[src/verilog/fetx_pkg.sv]
package fetx_pkg;

  // Clock and symbol timing
  localparam int CLK_PERIOD_NS = 8;
  localparam int SER_RATE_MBPS = 125;
  localparam int NIB_PERIOD_NS = 40;
  localparam int NIB_DIV       = NIB_PERIOD_NS / CLK_PERIOD_NS;
  localparam int NIB_CNT_W     = 3;

  // Data and symbol widths
  localparam int NIB_W = 4;
  localparam int SYM_W = 5;

  // Control code groups
  localparam logic [SYM_W-1:0] SYM_IDLE = 5'h1f;
  localparam logic [SYM_W-1:0] SYM_J    = 5'h18;
  localparam logic [SYM_W-1:0] SYM_K    = 5'h11;
  localparam logic [SYM_W-1:0] SYM_T    = 5'h0d;
  localparam logic [SYM_W-1:0] SYM_R    = 5'h07;

  // Nibble to code group table, indexed by nibble value
  localparam logic [SYM_W-1:0] CODE_TABLE [16] = '{
    5'h1e, 5'h09, 5'h14, 5'h15, 5'h0a, 5'h0b, 5'h0e, 5'h0f,
    5'h12, 5'h13, 5'h16, 5'h17, 5'h1a, 5'h1b, 5'h1c, 5'h1d
  };

  // Scrambler shape: x^11 + x^9 + 1
  localparam int LFSR_W   = 11;
  localparam int LFSR_TAP = 9;
  localparam int ADDR_W   = 5;

  // Cycles after reset release before the address straps are taken
  localparam logic [1:0] STRAP_WAIT = 2'h3;

  // Transmit encoder states
  typedef enum logic [1:0] {
    FETX_ST_IDLE,
    FETX_ST_K,
    FETX_ST_DATA,
    FETX_ST_R
  } fetx_state_t;

endpackage

[src/verilog/fetx_buf.sv]
`timescale 1ns/1ps
module fetx_buf #(
  parameter int W     = 5,
  parameter int DEPTH = 2
) (
  // Clock and reset
  input  wire logic         i_mclk,
  input  wire logic         i_nrst,
  // Fill side
  input  wire logic         i_valid,
  input  wire logic [W-1:0] i_data,
  output logic              o_ready,
  // Drain side
  output logic              o_valid,
  output logic [W-1:0]      o_data,
  input  wire logic         i_ready
);

  localparam int PW = (DEPTH > 1) ? $clog2(DEPTH) : 1;
  localparam int CW = $clog2(DEPTH + 1);

  logic [W-1:0]  mem [DEPTH];
  logic [PW-1:0] wptr;
  logic [PW-1:0] rptr;
  logic [CW-1:0] count;

  wire            push       = i_valid && o_ready;
  wire            pop        = o_valid && i_ready;
  wire [CW-1:0]   next_count = count + CW'(push) - CW'(pop);
  wire [PW-1:0]   wptr_inc   = (wptr == PW'(DEPTH - 1)) ? '0 : wptr + PW'(1);
  wire [PW-1:0]   rptr_inc   = (rptr == PW'(DEPTH - 1)) ? '0 : rptr + PW'(1);

  assign o_data = mem[rptr];

  // Storage
  always_ff @(posedge i_mclk) begin
    if (push) begin
      mem[wptr] <= i_data;
    end
  end

  // Pointers, occupancy and registered flags
  always_ff @(posedge i_mclk or negedge i_nrst) begin
    if (!i_nrst) begin
      wptr    <= '0;
      rptr    <= '0;
      count   <= '0;
      o_valid <= 1'b0;
      o_ready <= 1'b0;
    end else begin
      if (push) wptr <= wptr_inc;
      if (pop) rptr <= rptr_inc;
      count   <= next_count;
      o_valid <= (next_count != '0);
      o_ready <= (next_count != CW'(DEPTH));
    end
  end

endmodule

[src/verilog/fetx_scram.sv]
`timescale 1ns/1ps
module fetx_scram (
  // Clock and reset
  input  wire logic                        i_mclk,
  input  wire logic                        i_nrst,
  // Seed load
  input  wire logic                        i_load,
  input  wire logic [fetx_pkg::ADDR_W-1:0] i_addr,
  // Key stream
  output logic                             o_key
);

  logic [fetx_pkg::LFSR_W-1:0] lfsr;

  // Seed is never all zero: a forced one sits between the inverted address and the address
  wire [fetx_pkg::LFSR_W-1:0] seed = {~i_addr, 1'b1, i_addr};
  wire feedback = lfsr[fetx_pkg::LFSR_W-1] ^ lfsr[fetx_pkg::LFSR_TAP-1];

  assign o_key = feedback;

  // One shift per serial bit
  always_ff @(posedge i_mclk or negedge i_nrst) begin
    if (!i_nrst) begin
      lfsr <= '1;
    end else if (i_load) begin
      lfsr <= seed;
    end else begin
      lfsr <= {lfsr[fetx_pkg::LFSR_W-2:0], feedback};
    end
  end

endmodule

[src/verilog/fetx_top.sv]
`timescale 1ns/1ps
module fetx_top (
  // Clock and reset
  input  wire logic                        i_mclk,
  input  wire logic                        i_nrst,
  // Transmit nibbles from the MAC
  input  wire logic                        i_tx_valid,
  input  wire logic                        i_tx_en,
  input  wire logic [fetx_pkg::NIB_W-1:0]  i_txd,
  output logic                             o_tx_ready,
  // Pins sampled from outside
  input  wire logic [fetx_pkg::ADDR_W-1:0] i_phy_address_straps,
  input  wire logic                        i_scr_bypass,
  // Line transmit pair streams
  output logic                             o_line_transmit_pair_pos,
  output logic                             o_line_transmit_pair_neg,
  // Status
  output logic                             o_tx_active
);

  // Buffer word: transmit enable above the nibble
  localparam int BUF_W = fetx_pkg::NIB_W + 1;

  // Nibble rate divider
  logic [fetx_pkg::NIB_CNT_W-1:0] nib_cnt;
  wire nib_tick = (nib_cnt == fetx_pkg::NIB_CNT_W'(fetx_pkg::NIB_DIV - 1));

  // Divider counts out one nibble slot of five serial bits
  always_ff @(posedge i_mclk or negedge i_nrst) begin
    if (!i_nrst) begin
      nib_cnt <= '0;
    end else if (nib_tick) begin
      nib_cnt <= '0;
    end else begin
      nib_cnt <= nib_cnt + fetx_pkg::NIB_CNT_W'(1);
    end
  end

  // Pin synchronisers
  logic [fetx_pkg::ADDR_W-1:0] strap_s1;
  logic [fetx_pkg::ADDR_W-1:0] strap_s2;
  logic                        byp_s1;
  logic                        byp_s2;

  always_ff @(posedge i_mclk or negedge i_nrst) begin
    if (!i_nrst) begin
      strap_s1 <= '0;
      strap_s2 <= '0;
      byp_s1   <= 1'b0;
      byp_s2   <= 1'b0;
    end else begin
      strap_s1 <= i_phy_address_straps;
      strap_s2 <= strap_s1;
      byp_s1   <= i_scr_bypass;
      byp_s2   <= byp_s1;
    end
  end

  // Strap capture: one seed load once the synchroniser holds settled values
  logic [1:0] strap_cnt;
  logic       seed_load;
  wire        strap_wait_done = (strap_cnt == fetx_pkg::STRAP_WAIT);

  always_ff @(posedge i_mclk or negedge i_nrst) begin
    if (!i_nrst) begin
      strap_cnt <= '0;
      seed_load <= 1'b0;
    end else begin
      if (!strap_wait_done) strap_cnt <= strap_cnt + 2'h1;
      seed_load <= (strap_cnt == fetx_pkg::STRAP_WAIT - 2'h1);
    end
  end

  // Two-entry buffer between the MAC and the encoder
  logic             buf_valid;
  logic [BUF_W-1:0] buf_data;
  fetx_pkg::fetx_state_t state;
  fetx_pkg::fetx_state_t next_state;

  // The encoder takes a word each nibble slot, except while R goes out
  wire buf_pop = nib_tick && (state != fetx_pkg::FETX_ST_R);

  fetx_buf #(
    .W     (BUF_W),
    .DEPTH (2)
  ) u_buf (
    .i_mclk  (i_mclk),
    .i_nrst  (i_nrst),
    .i_valid (i_tx_valid),
    .i_data  ({i_tx_en, i_txd}),
    .o_ready (o_tx_ready),
    .o_valid (buf_valid),
    .o_data  (buf_data),
    .i_ready (buf_pop)
  );

  // An empty buffer in a slot reads as enable low
  wire                        en_now  = buf_valid && buf_data[fetx_pkg::NIB_W];
  wire [fetx_pkg::NIB_W-1:0]  nib_now = buf_data[fetx_pkg::NIB_W-1:0];
  wire [fetx_pkg::SYM_W-1:0]  data_sym = fetx_pkg::CODE_TABLE[nib_now];

  // Code group and next state selection
  logic [fetx_pkg::SYM_W-1:0] next_sym;

  always_comb begin
    next_state = state;
    next_sym   = fetx_pkg::SYM_IDLE;
    case (state)
      fetx_pkg::FETX_ST_IDLE: begin
        if (en_now) begin
          next_sym   = fetx_pkg::SYM_J;
          next_state = fetx_pkg::FETX_ST_K;
        end else begin
          next_sym = fetx_pkg::SYM_IDLE;
        end
      end
      fetx_pkg::FETX_ST_K: begin
        next_sym   = fetx_pkg::SYM_K;
        next_state = fetx_pkg::FETX_ST_DATA;
      end
      fetx_pkg::FETX_ST_DATA: begin
        if (en_now) begin
          next_sym = data_sym;
        end else begin
          next_sym   = fetx_pkg::SYM_T;
          next_state = fetx_pkg::FETX_ST_R;
        end
      end
      fetx_pkg::FETX_ST_R: begin
        next_sym   = fetx_pkg::SYM_R;
        next_state = fetx_pkg::FETX_ST_IDLE;
      end
      default: begin
        next_sym   = fetx_pkg::SYM_IDLE;
        next_state = fetx_pkg::FETX_ST_IDLE;
      end
    endcase
  end

  // Encoder state and frame status, one step per nibble slot
  always_ff @(posedge i_mclk or negedge i_nrst) begin
    if (!i_nrst) begin
      state       <= fetx_pkg::FETX_ST_IDLE;
      o_tx_active <= 1'b0;
    end else if (nib_tick) begin
      state       <= next_state;
      o_tx_active <= (next_state != fetx_pkg::FETX_ST_IDLE) || (next_sym != fetx_pkg::SYM_IDLE);
    end
  end

  // Serialiser: load a code group per slot, shift out MSB first
  logic [fetx_pkg::SYM_W-1:0] sreg;
  wire nrz_bit = sreg[fetx_pkg::SYM_W-1];

  always_ff @(posedge i_mclk or negedge i_nrst) begin
    if (!i_nrst) begin
      sreg <= fetx_pkg::SYM_IDLE;
    end else if (nib_tick) begin
      sreg <= next_sym;
    end else begin
      sreg <= {sreg[fetx_pkg::SYM_W-2:0], 1'b0};
    end
  end

  // Scrambler key stream
  logic key_bit;

  fetx_scram u_scram (
    .i_mclk (i_mclk),
    .i_nrst (i_nrst),
    .i_load (seed_load),
    .i_addr (strap_s2),
    .o_key  (key_bit)
  );

  wire scr_bit = byp_s2 ? nrz_bit : (nrz_bit ^ key_bit);

  // NRZI stage and transition detection
  logic nrzi;
  logic nrzi_d;
  wire  one_evt = nrzi ^ nrzi_d;

  always_ff @(posedge i_mclk or negedge i_nrst) begin
    if (!i_nrst) begin
      nrzi   <= 1'b0;
      nrzi_d <= 1'b0;
    end else begin
      nrzi   <= nrzi ^ scr_bit;
      nrzi_d <= nrzi;
    end
  end

  // Three-level phase: zero, plus, zero, minus, advanced by each NRZI transition
  localparam logic [1:0] PH_PLUS  = 2'h1;
  localparam logic [1:0] PH_MINUS = 2'h3;
  logic [1:0] phase;
  wire  [1:0] next_phase = one_evt ? phase + 2'h1 : phase;

  always_ff @(posedge i_mclk or negedge i_nrst) begin
    if (!i_nrst) begin
      phase                    <= 2'h0;
      o_line_transmit_pair_pos <= 1'b0;
      o_line_transmit_pair_neg <= 1'b0;
    end else begin
      phase                    <= next_phase;
      o_line_transmit_pair_pos <= (next_phase == PH_PLUS);
      o_line_transmit_pair_neg <= (next_phase == PH_MINUS);
    end
  end

endmodule

[config.mk]
export PLATFORM = sky130hd
export DESIGN_NAME = fetx_top
export DESIGN_NICKNAME = d
export VERILOG_FILES = /design/src/verilog/fetx_pkg.sv /design/src/verilog/fetx_buf.sv /design/src/verilog/fetx_scram.sv /design/src/verilog/fetx_top.sv
export SDC_FILE = /design/constraint.sdc
export NUM_CORES = 1
export LEC_CHECK = 0
export BUFFER_PORTS_ARGS = -buffer_cell sky130_fd_sc_hd__buf_2
export CAP_MARGIN = 10
export CORE_AREA = 2 2 72 67
export DETAILED_ROUTE_END_ITERATION = 16
export DIE_AREA = 0 0 74 69
export PLACE_DENSITY = 0.75
export SYNTH_ARGS = -nofsm -noshare
export SYNTH_HDL_FRONTEND = slang
export SYNTH_SLANG_ARGS = --single-unit
[constraint.sdc]
create_clock -name i_mclk -period 5.3 [get_ports i_mclk]
set_input_delay 1.59 -clock i_mclk [delete_from_list [all_inputs] [get_ports i_mclk]]
set_output_delay 1.59 -clock i_mclk [all_outputs]
set_load 0.02 [all_outputs]
# After elaboration in Yosys (flattened, before gate mapping)
# Memory sizes are Yosys's and may differ from the RTL's.
# Index checks and enable logic that the tools add are counted.
dict set report op_classes {
  add_sub_neg 7
  magnitude_cmp 1
  n_eq_ne 11
  mux 17
  bitwise 6
  reduce_logical 8
}
# op count
set ops {}
lappend ops {{5-bit two-way mux} 4}
lappend ops {{5-bit one-hot mux with 4 select lines} 1}
lappend ops {{11-bit two-way mux} 1}
lappend ops {{2-bit equality test, second input constant} 5}
lappend ops {{2-bit one-hot mux with 4 select lines} 1}
lappend ops {{2-bit two-way mux} 3}
lappend ops {{3-bit two-way mux} 2}
lappend ops {{5-bit >= comparator, second input constant} 1}
lappend ops {{1-bit two-way mux} 5}
lappend ops {{5-bit inequality test, second input constant} 1}
lappend ops {{4-bit NOT with 5-bit output} 1}
lappend ops {{5-bit NOT} 1}
lappend ops {{2-bit by 1-bit adder with 2-bit output, second input constant} 2}
lappend ops {{2-bit by 1-bit equality test with 1-bit output, second input constant} 2}
lappend ops {{1-bit logical AND} 4}
lappend ops {{2-bit inequality test, second input constant} 2}
lappend ops {{2-bit nonzero test} 2}
lappend ops {{1-bit bitwise XOR} 4}
lappend ops {{3-bit by 1-bit adder with 3-bit output, second input constant} 1}
lappend ops {{3-bit equality test, second input constant} 1}
lappend ops {{1-bit adder, second input constant} 2}
lappend ops {{2-bit by 1-bit adder with 2-bit output} 1}
lappend ops {{2-bit zero test} 1}
lappend ops {{2-bit by 1-bit subtractor with 2-bit output} 1}
lappend ops {{1-bit logical OR} 1}
dict set report word_totals {
  regBits 49
  ram_bits 10
  romBits 80
  out_inout_bits 4
  mem_count 2
}
# memory words width rd rd_clocked_by_memory_dff write_ports line
set mem_list {}
lappend mem_list {{(no name shown)} 16 5 1 0 0 fetx_top.sv:100} ;# wire [fetx_pkg::SYM_W-1:0] data_sym = fetx_pkg::CODE_TABLE[nib_now];
lappend mem_list {u_buf.mem 2 5 1 0 1 fetx_buf.sv:22} ;# logic [W-1:0] mem [DEPTH];

# Longest topological paths before layout
# An unclocked memory read counts as a cell.
dict set report logic_depth {
  depth_word 9
  ltp_mapped 10
}

# Modules after synthesis
# From an unflattened synthesis, not the netlist that was laid out.
dict set report unflattened {
  hier_cells 168
  area_unflattened_um2 2412.3
}
# module instances cells_per_inst area_each_um2
set by_module_without_submodules {}
lappend by_module_without_submodules {fetx_top 1 103 1345.0}
lappend by_module_without_submodules {fetx_buf 1 36 611.8}
lappend by_module_without_submodules {fetx_scram 1 29 455.4}

# Least setup slack after synthesis
# Ideal clock, no wire load.
dict set report synth_path {
  path_kind {input port to flip-flop}
  from {in i_tx_valid}
  to {reg u_buf.o_ready}
  setup_time_ns 0.127
  t_arrival_ns 2.468
  t_required_ns 5.173
  setup_slack_ns 2.704
  path_stages 6
  cell_sequence {nand2_1 > inv_1 > ha_1 > xor2_1 > xnor2_1 > or2_2}
}
dict set report synth_via {
  elab_chain_len 4
}
# element line
set synth_rtl {}
lappend synth_rtl {{from (decl)} fetx_top.sv:7} ;# input wire logic i_tx_valid,
lappend synth_rtl {{1-bit logical AND} fetx_buf.sv:27} ;# wire push = i_valid && o_ready;
lappend synth_rtl {{net u_buf.push} fetx_buf.sv:27}
lappend synth_rtl {{2-bit by 1-bit adder with 2-bit output} fetx_buf.sv:29} ;# wire [CW-1:0] next_count = count + CW'(push) - CW'(pop);
lappend synth_rtl {{2-bit by 1-bit subtractor with 2-bit output} fetx_buf.sv:29}
lappend synth_rtl {{2-bit inequality test} fetx_buf.sv:55} ;# o_ready <= (next_count != CW'(DEPTH));
lappend synth_rtl {{to (signal assigned)} fetx_buf.sv:55}
lappend synth_rtl {{to (decl)} fetx_buf.sv:12} ;# output logic o_ready,
# The timed path passes the listed nets, and every way through them passes these cells.
# A chain may end at the register's enable or synchronous reset.

# Final worst setup path
dict set report layout_path {
  from {reg nib_cnt[1] in the netlist's numbering}
  to {reg u_buf.o_ready}
}
dict set report layout_via {
  elab_chain_len 5
}
# element line
set layout_rtl {}
lappend layout_rtl {{from (decl)} fetx_top.sv:25} ;# logic [fetx_pkg::NIB_CNT_W-1:0] nib_cnt;
lappend layout_rtl {{from (signal assigned)} fetx_top.sv:35} ;# nib_cnt <= nib_cnt + fetx_pkg::NIB_CNT_W'(1);
lappend layout_rtl {{3-bit equality test} fetx_top.sv:26} ;# wire nib_tick = (nib_cnt == fetx_pkg::NIB_CNT_W'(fetx_pkg::NIB_DIV - 1));
lappend layout_rtl {{1-bit logical AND} fetx_top.sv:81} ;# wire buf_pop = nib_tick && (state != fetx_pkg::FETX_ST_R);
lappend layout_rtl {{1-bit logical AND} fetx_buf.sv:28} ;# wire pop = o_valid && i_ready;
lappend layout_rtl {{net u_buf.pop} fetx_buf.sv:28}
lappend layout_rtl {{2-bit by 1-bit subtractor with 2-bit output} fetx_buf.sv:29}
lappend layout_rtl {{2-bit inequality test} fetx_buf.sv:55}
# The timed path passes the listed nets, and every way through them passes these cells.

==> flow_summary.yaml <==
sta:
  layout_worst_path_cycle_share_pct: 49.8
  finalHoldViolations: 0
  clock_period_minus_final_worst_setup_slack_ns: 2.64
  final-max-slew-violation-count: 0
  max_slew_margin_pct: 32.5
  tightestPinTransition_ns: 1.01
  max_freq_mhz: 379
  rsz0062_at_grt: "no"
  worst_clock_skew_ns: 0.00936
  setup_viol: 0
  totalNegativeSetupSlack_ns: 0
global_route:
  wire_length_of_the_first_global_routing_pass_um: 6840
  largest_net_degree_at_the_start_of_global_routing: 50
  global_route.usage.total_pct: 18.4
  number_of_antenna_violations_at_the_first_check_in_global_routing: 0
  first_global_vias: 1442
  gr-total-overflow: 0
power:
  share_seq_of_total_power_pct: 42.4
  internal_power_mw: 1.16
  p_leak_nw: 1.23
  share_clk_of_total_power_pct: 27.2
  power_density_nw_per_um2: 603
  net_switching_component_of_the_power_mw: 0.523
  finalPower_mw: 1.69
  netSwitchingFraction_pct: 31.0
  vdd_ir_drop_max_v: 0.000400
  power.combinational.fraction_pct: 30.4
cells_and_area:
  antenna_cells: 0
  fin_nets: 231
  area_growth_pct: 15.2
  final_layout_size_suffix_gt1_share_pct: 31.0
floorplanning:
  fp.coreArea_um2: 4350
  fp.dieW_um: 74
  die-area_um2: 5110
  boundaryPins: 18
  fp-row-count: 23
  initial_utilization_pct: 55.8
  floorplan.die.height_um: 69
clocking:
  cts.sinks: 59
  postCtsSetupBuffers: 0
  max-clock-path-buffers: 2
  clkTransAtPathRegs_ns: 0.06
  cts_tree: "built"
  cts_root_buf: "clkbuf_8"
  htree_levels: 3
  cts_buffer_count: 9
  postCtsResizedCells: 0
  clock_insertion_delay_worst_skew_ns: 0.33
  cts_hold_repair.buffers: 0
logic_synthesis:
  avgSynthCellArea_um2: 13.2
  synth-seq-cells: 59
  syn-num-nets: 207
  seq_area_frac_synth_pct: 63.8
  count_of_flip_flops_with_a_built_in_enable_after_synthesis: 10
  syn_inst: 184
  yosys_warnings: 0
  synth.lib_cells_used.distinct: 39
  postSynth.topFlopCell: "dfrtp_1"
  synth_async_sr_flop_share_pct: 83.1
  synth_area_um2: 2420
routing:
  detailedRoute.firstIterationViolations: 158
  post-route-drc-count: 0
  postRouteWirelength_um: 3900
  wl_per_cell_um: 14.2
  num_vias: 1448
  route.detailed.vias_per_inst: 5.27
  drt_pass1_iterations: 4
  detail-route-antenna-nets: 0
critical_path:
  critical_path_start_end_classification: "reg2reg"
  crit_fanout: 11
  critPathCaptureType: "flip-flop"
  worstSetupStartpointType: "flip-flop"
  critical_path_required_ns: 5.52
  worst_ep_arrival_time_ns: 2.86
placed_design:
  hpwlAfterDp_um: 2680
  gpl.final_weighted_congestion: 0.905
  io_buffers: 17
run:
  maxCapViolCount: 0
status:
  run_status: "finished clean"
worst_hold_path:
  min-delay-path-class: "reg2reg"
==> state kept, by name, summed over array words and instances, names as in the netlist, 2 cells and up <==
register	count
nib_cnt	3
phase	2
sreg	5
state	2
strap_cnt	2
strap_s1	5
strap_s2	5
u_buf.count	2
u_buf.mem	10
u_scram.lfsr	11
==> Yosys cell counts (all sizes together), types with 6 or more instances <==
master   n  area [um2]
dfrtp   33         826
dfstp   16         420
edfxtp  10         300
ha       9         113
inv     18        67.6
mux2    10         113
mux2i    8        80.1
nand2    7        26.3
nor2    12        45.0
o21ai    8        40.0
xnor2    6        52.6
==> area by class of cell <==
type	instances	area (um2)
clock inverter	4	73.8
timing repair buffer	17	85.1
fill	333	1550
multi-input combinational	103	788
inverter	18	67.6
clock buffer	12	155
tap	62	77.6
sequential	59	1550
==> through the flow <==
step                      hold WS [ns]  worst slack (ns)  cell area, um2  std cells  utilization, %
after detailed placement         0.335              2.51            2560        259            59.0
after CTS                        0.348              2.64            2790        275            64.3
after global routing             0.356              2.39            2790        275            64.3
after global placement           0.333              2.57            2560        259            59.0
after floorplan                  0.331              2.70            2420        184               -
final                            0.348              2.66            2790        275            64.3
==> critical path, cell delays in order, from the launching register on <==
cell     delay [ns]
dfrtp_1        0.40
inv_1          0.07
ha_1           0.20
nand2_1        0.27
nor3_1         0.44
ha_1           0.31
inv_1          0.06
ha_1           0.15
xor2_1         0.21
xnor2_1        0.13
or2_2          0.28
==> path summary, 6_finish.rpt <==
check                                 start       endpoint  slack, ns  depth (start not counted)
worst max register to register   nib_cnt[1]  u_buf.o_ready       2.66                         10
worst max-delay path             nib_cnt[1]  u_buf.o_ready       2.66                         10
min in group asynchronous            i_nrst       state[0]       1.42                          1
max in group asynchronous            i_nrst    strap_s2[1]       3.24                          1
worst min register to register  strap_s1[3]    strap_s2[3]       0.35                          0
worst min-delay path            strap_s1[3]    strap_s2[3]       0.35                          0
==> power groups by stage <==
| stage | Combinational, mW | Clock [mW] | Sequential [mW] |
|---|---|---|---|
| after CTS | 0.516 | 0.468 | 0.715 |
| after global routing | 0.586 | 0.492 | 0.732 |
| after global placement | 0.484 | 0 | 0.718 |
| after detailed placement | 0.506 | 0 | 0.722 |
| after floorplan | 0.404 | 0 | 0.704 |
| final | 0.512 | 0.459 | 0.715 |
==> cell families after synthesis <==
kind of cell,Yosys count,synth area share [%]
and+or+nand+nor,38,7.95
DFF,59,63.8
xor gates and xnor gates,11,3.97
buffers and inverters,22,3.71
adders and majority gates,9,4.64
AOI/OAI and AO/OA,27,8.00
muxes,18,7.95
==> metal layers <==
| metal | vias up | global-route usage (%) | routed length, um |
|---|---|---|---|
| li1 | 681 | - | - |
| met1 | 715 | 24.4 | 1740 |
| met2 | 45 | 25.1 | 1830 |
| met3 | 7 | 9.65 | 269 |
| met4 | 0 | 7.88 | 65 |
| met5 | - | 0 | 0 |
==> cells in the final DEF (no fill, tap or decap), types with 9 or more instances in the layout <==
cell type  synthesis  layout
dfrtp_1           33      33
inv_1             17      17
buf_2              0      17
dfstp_2           16      16
nor2_1            12      12
clkbuf_8           0      11
mux2_2            10      10
edfxtp_1          10      10
ha_1               9       9
(Power assumes the default switching activity.)
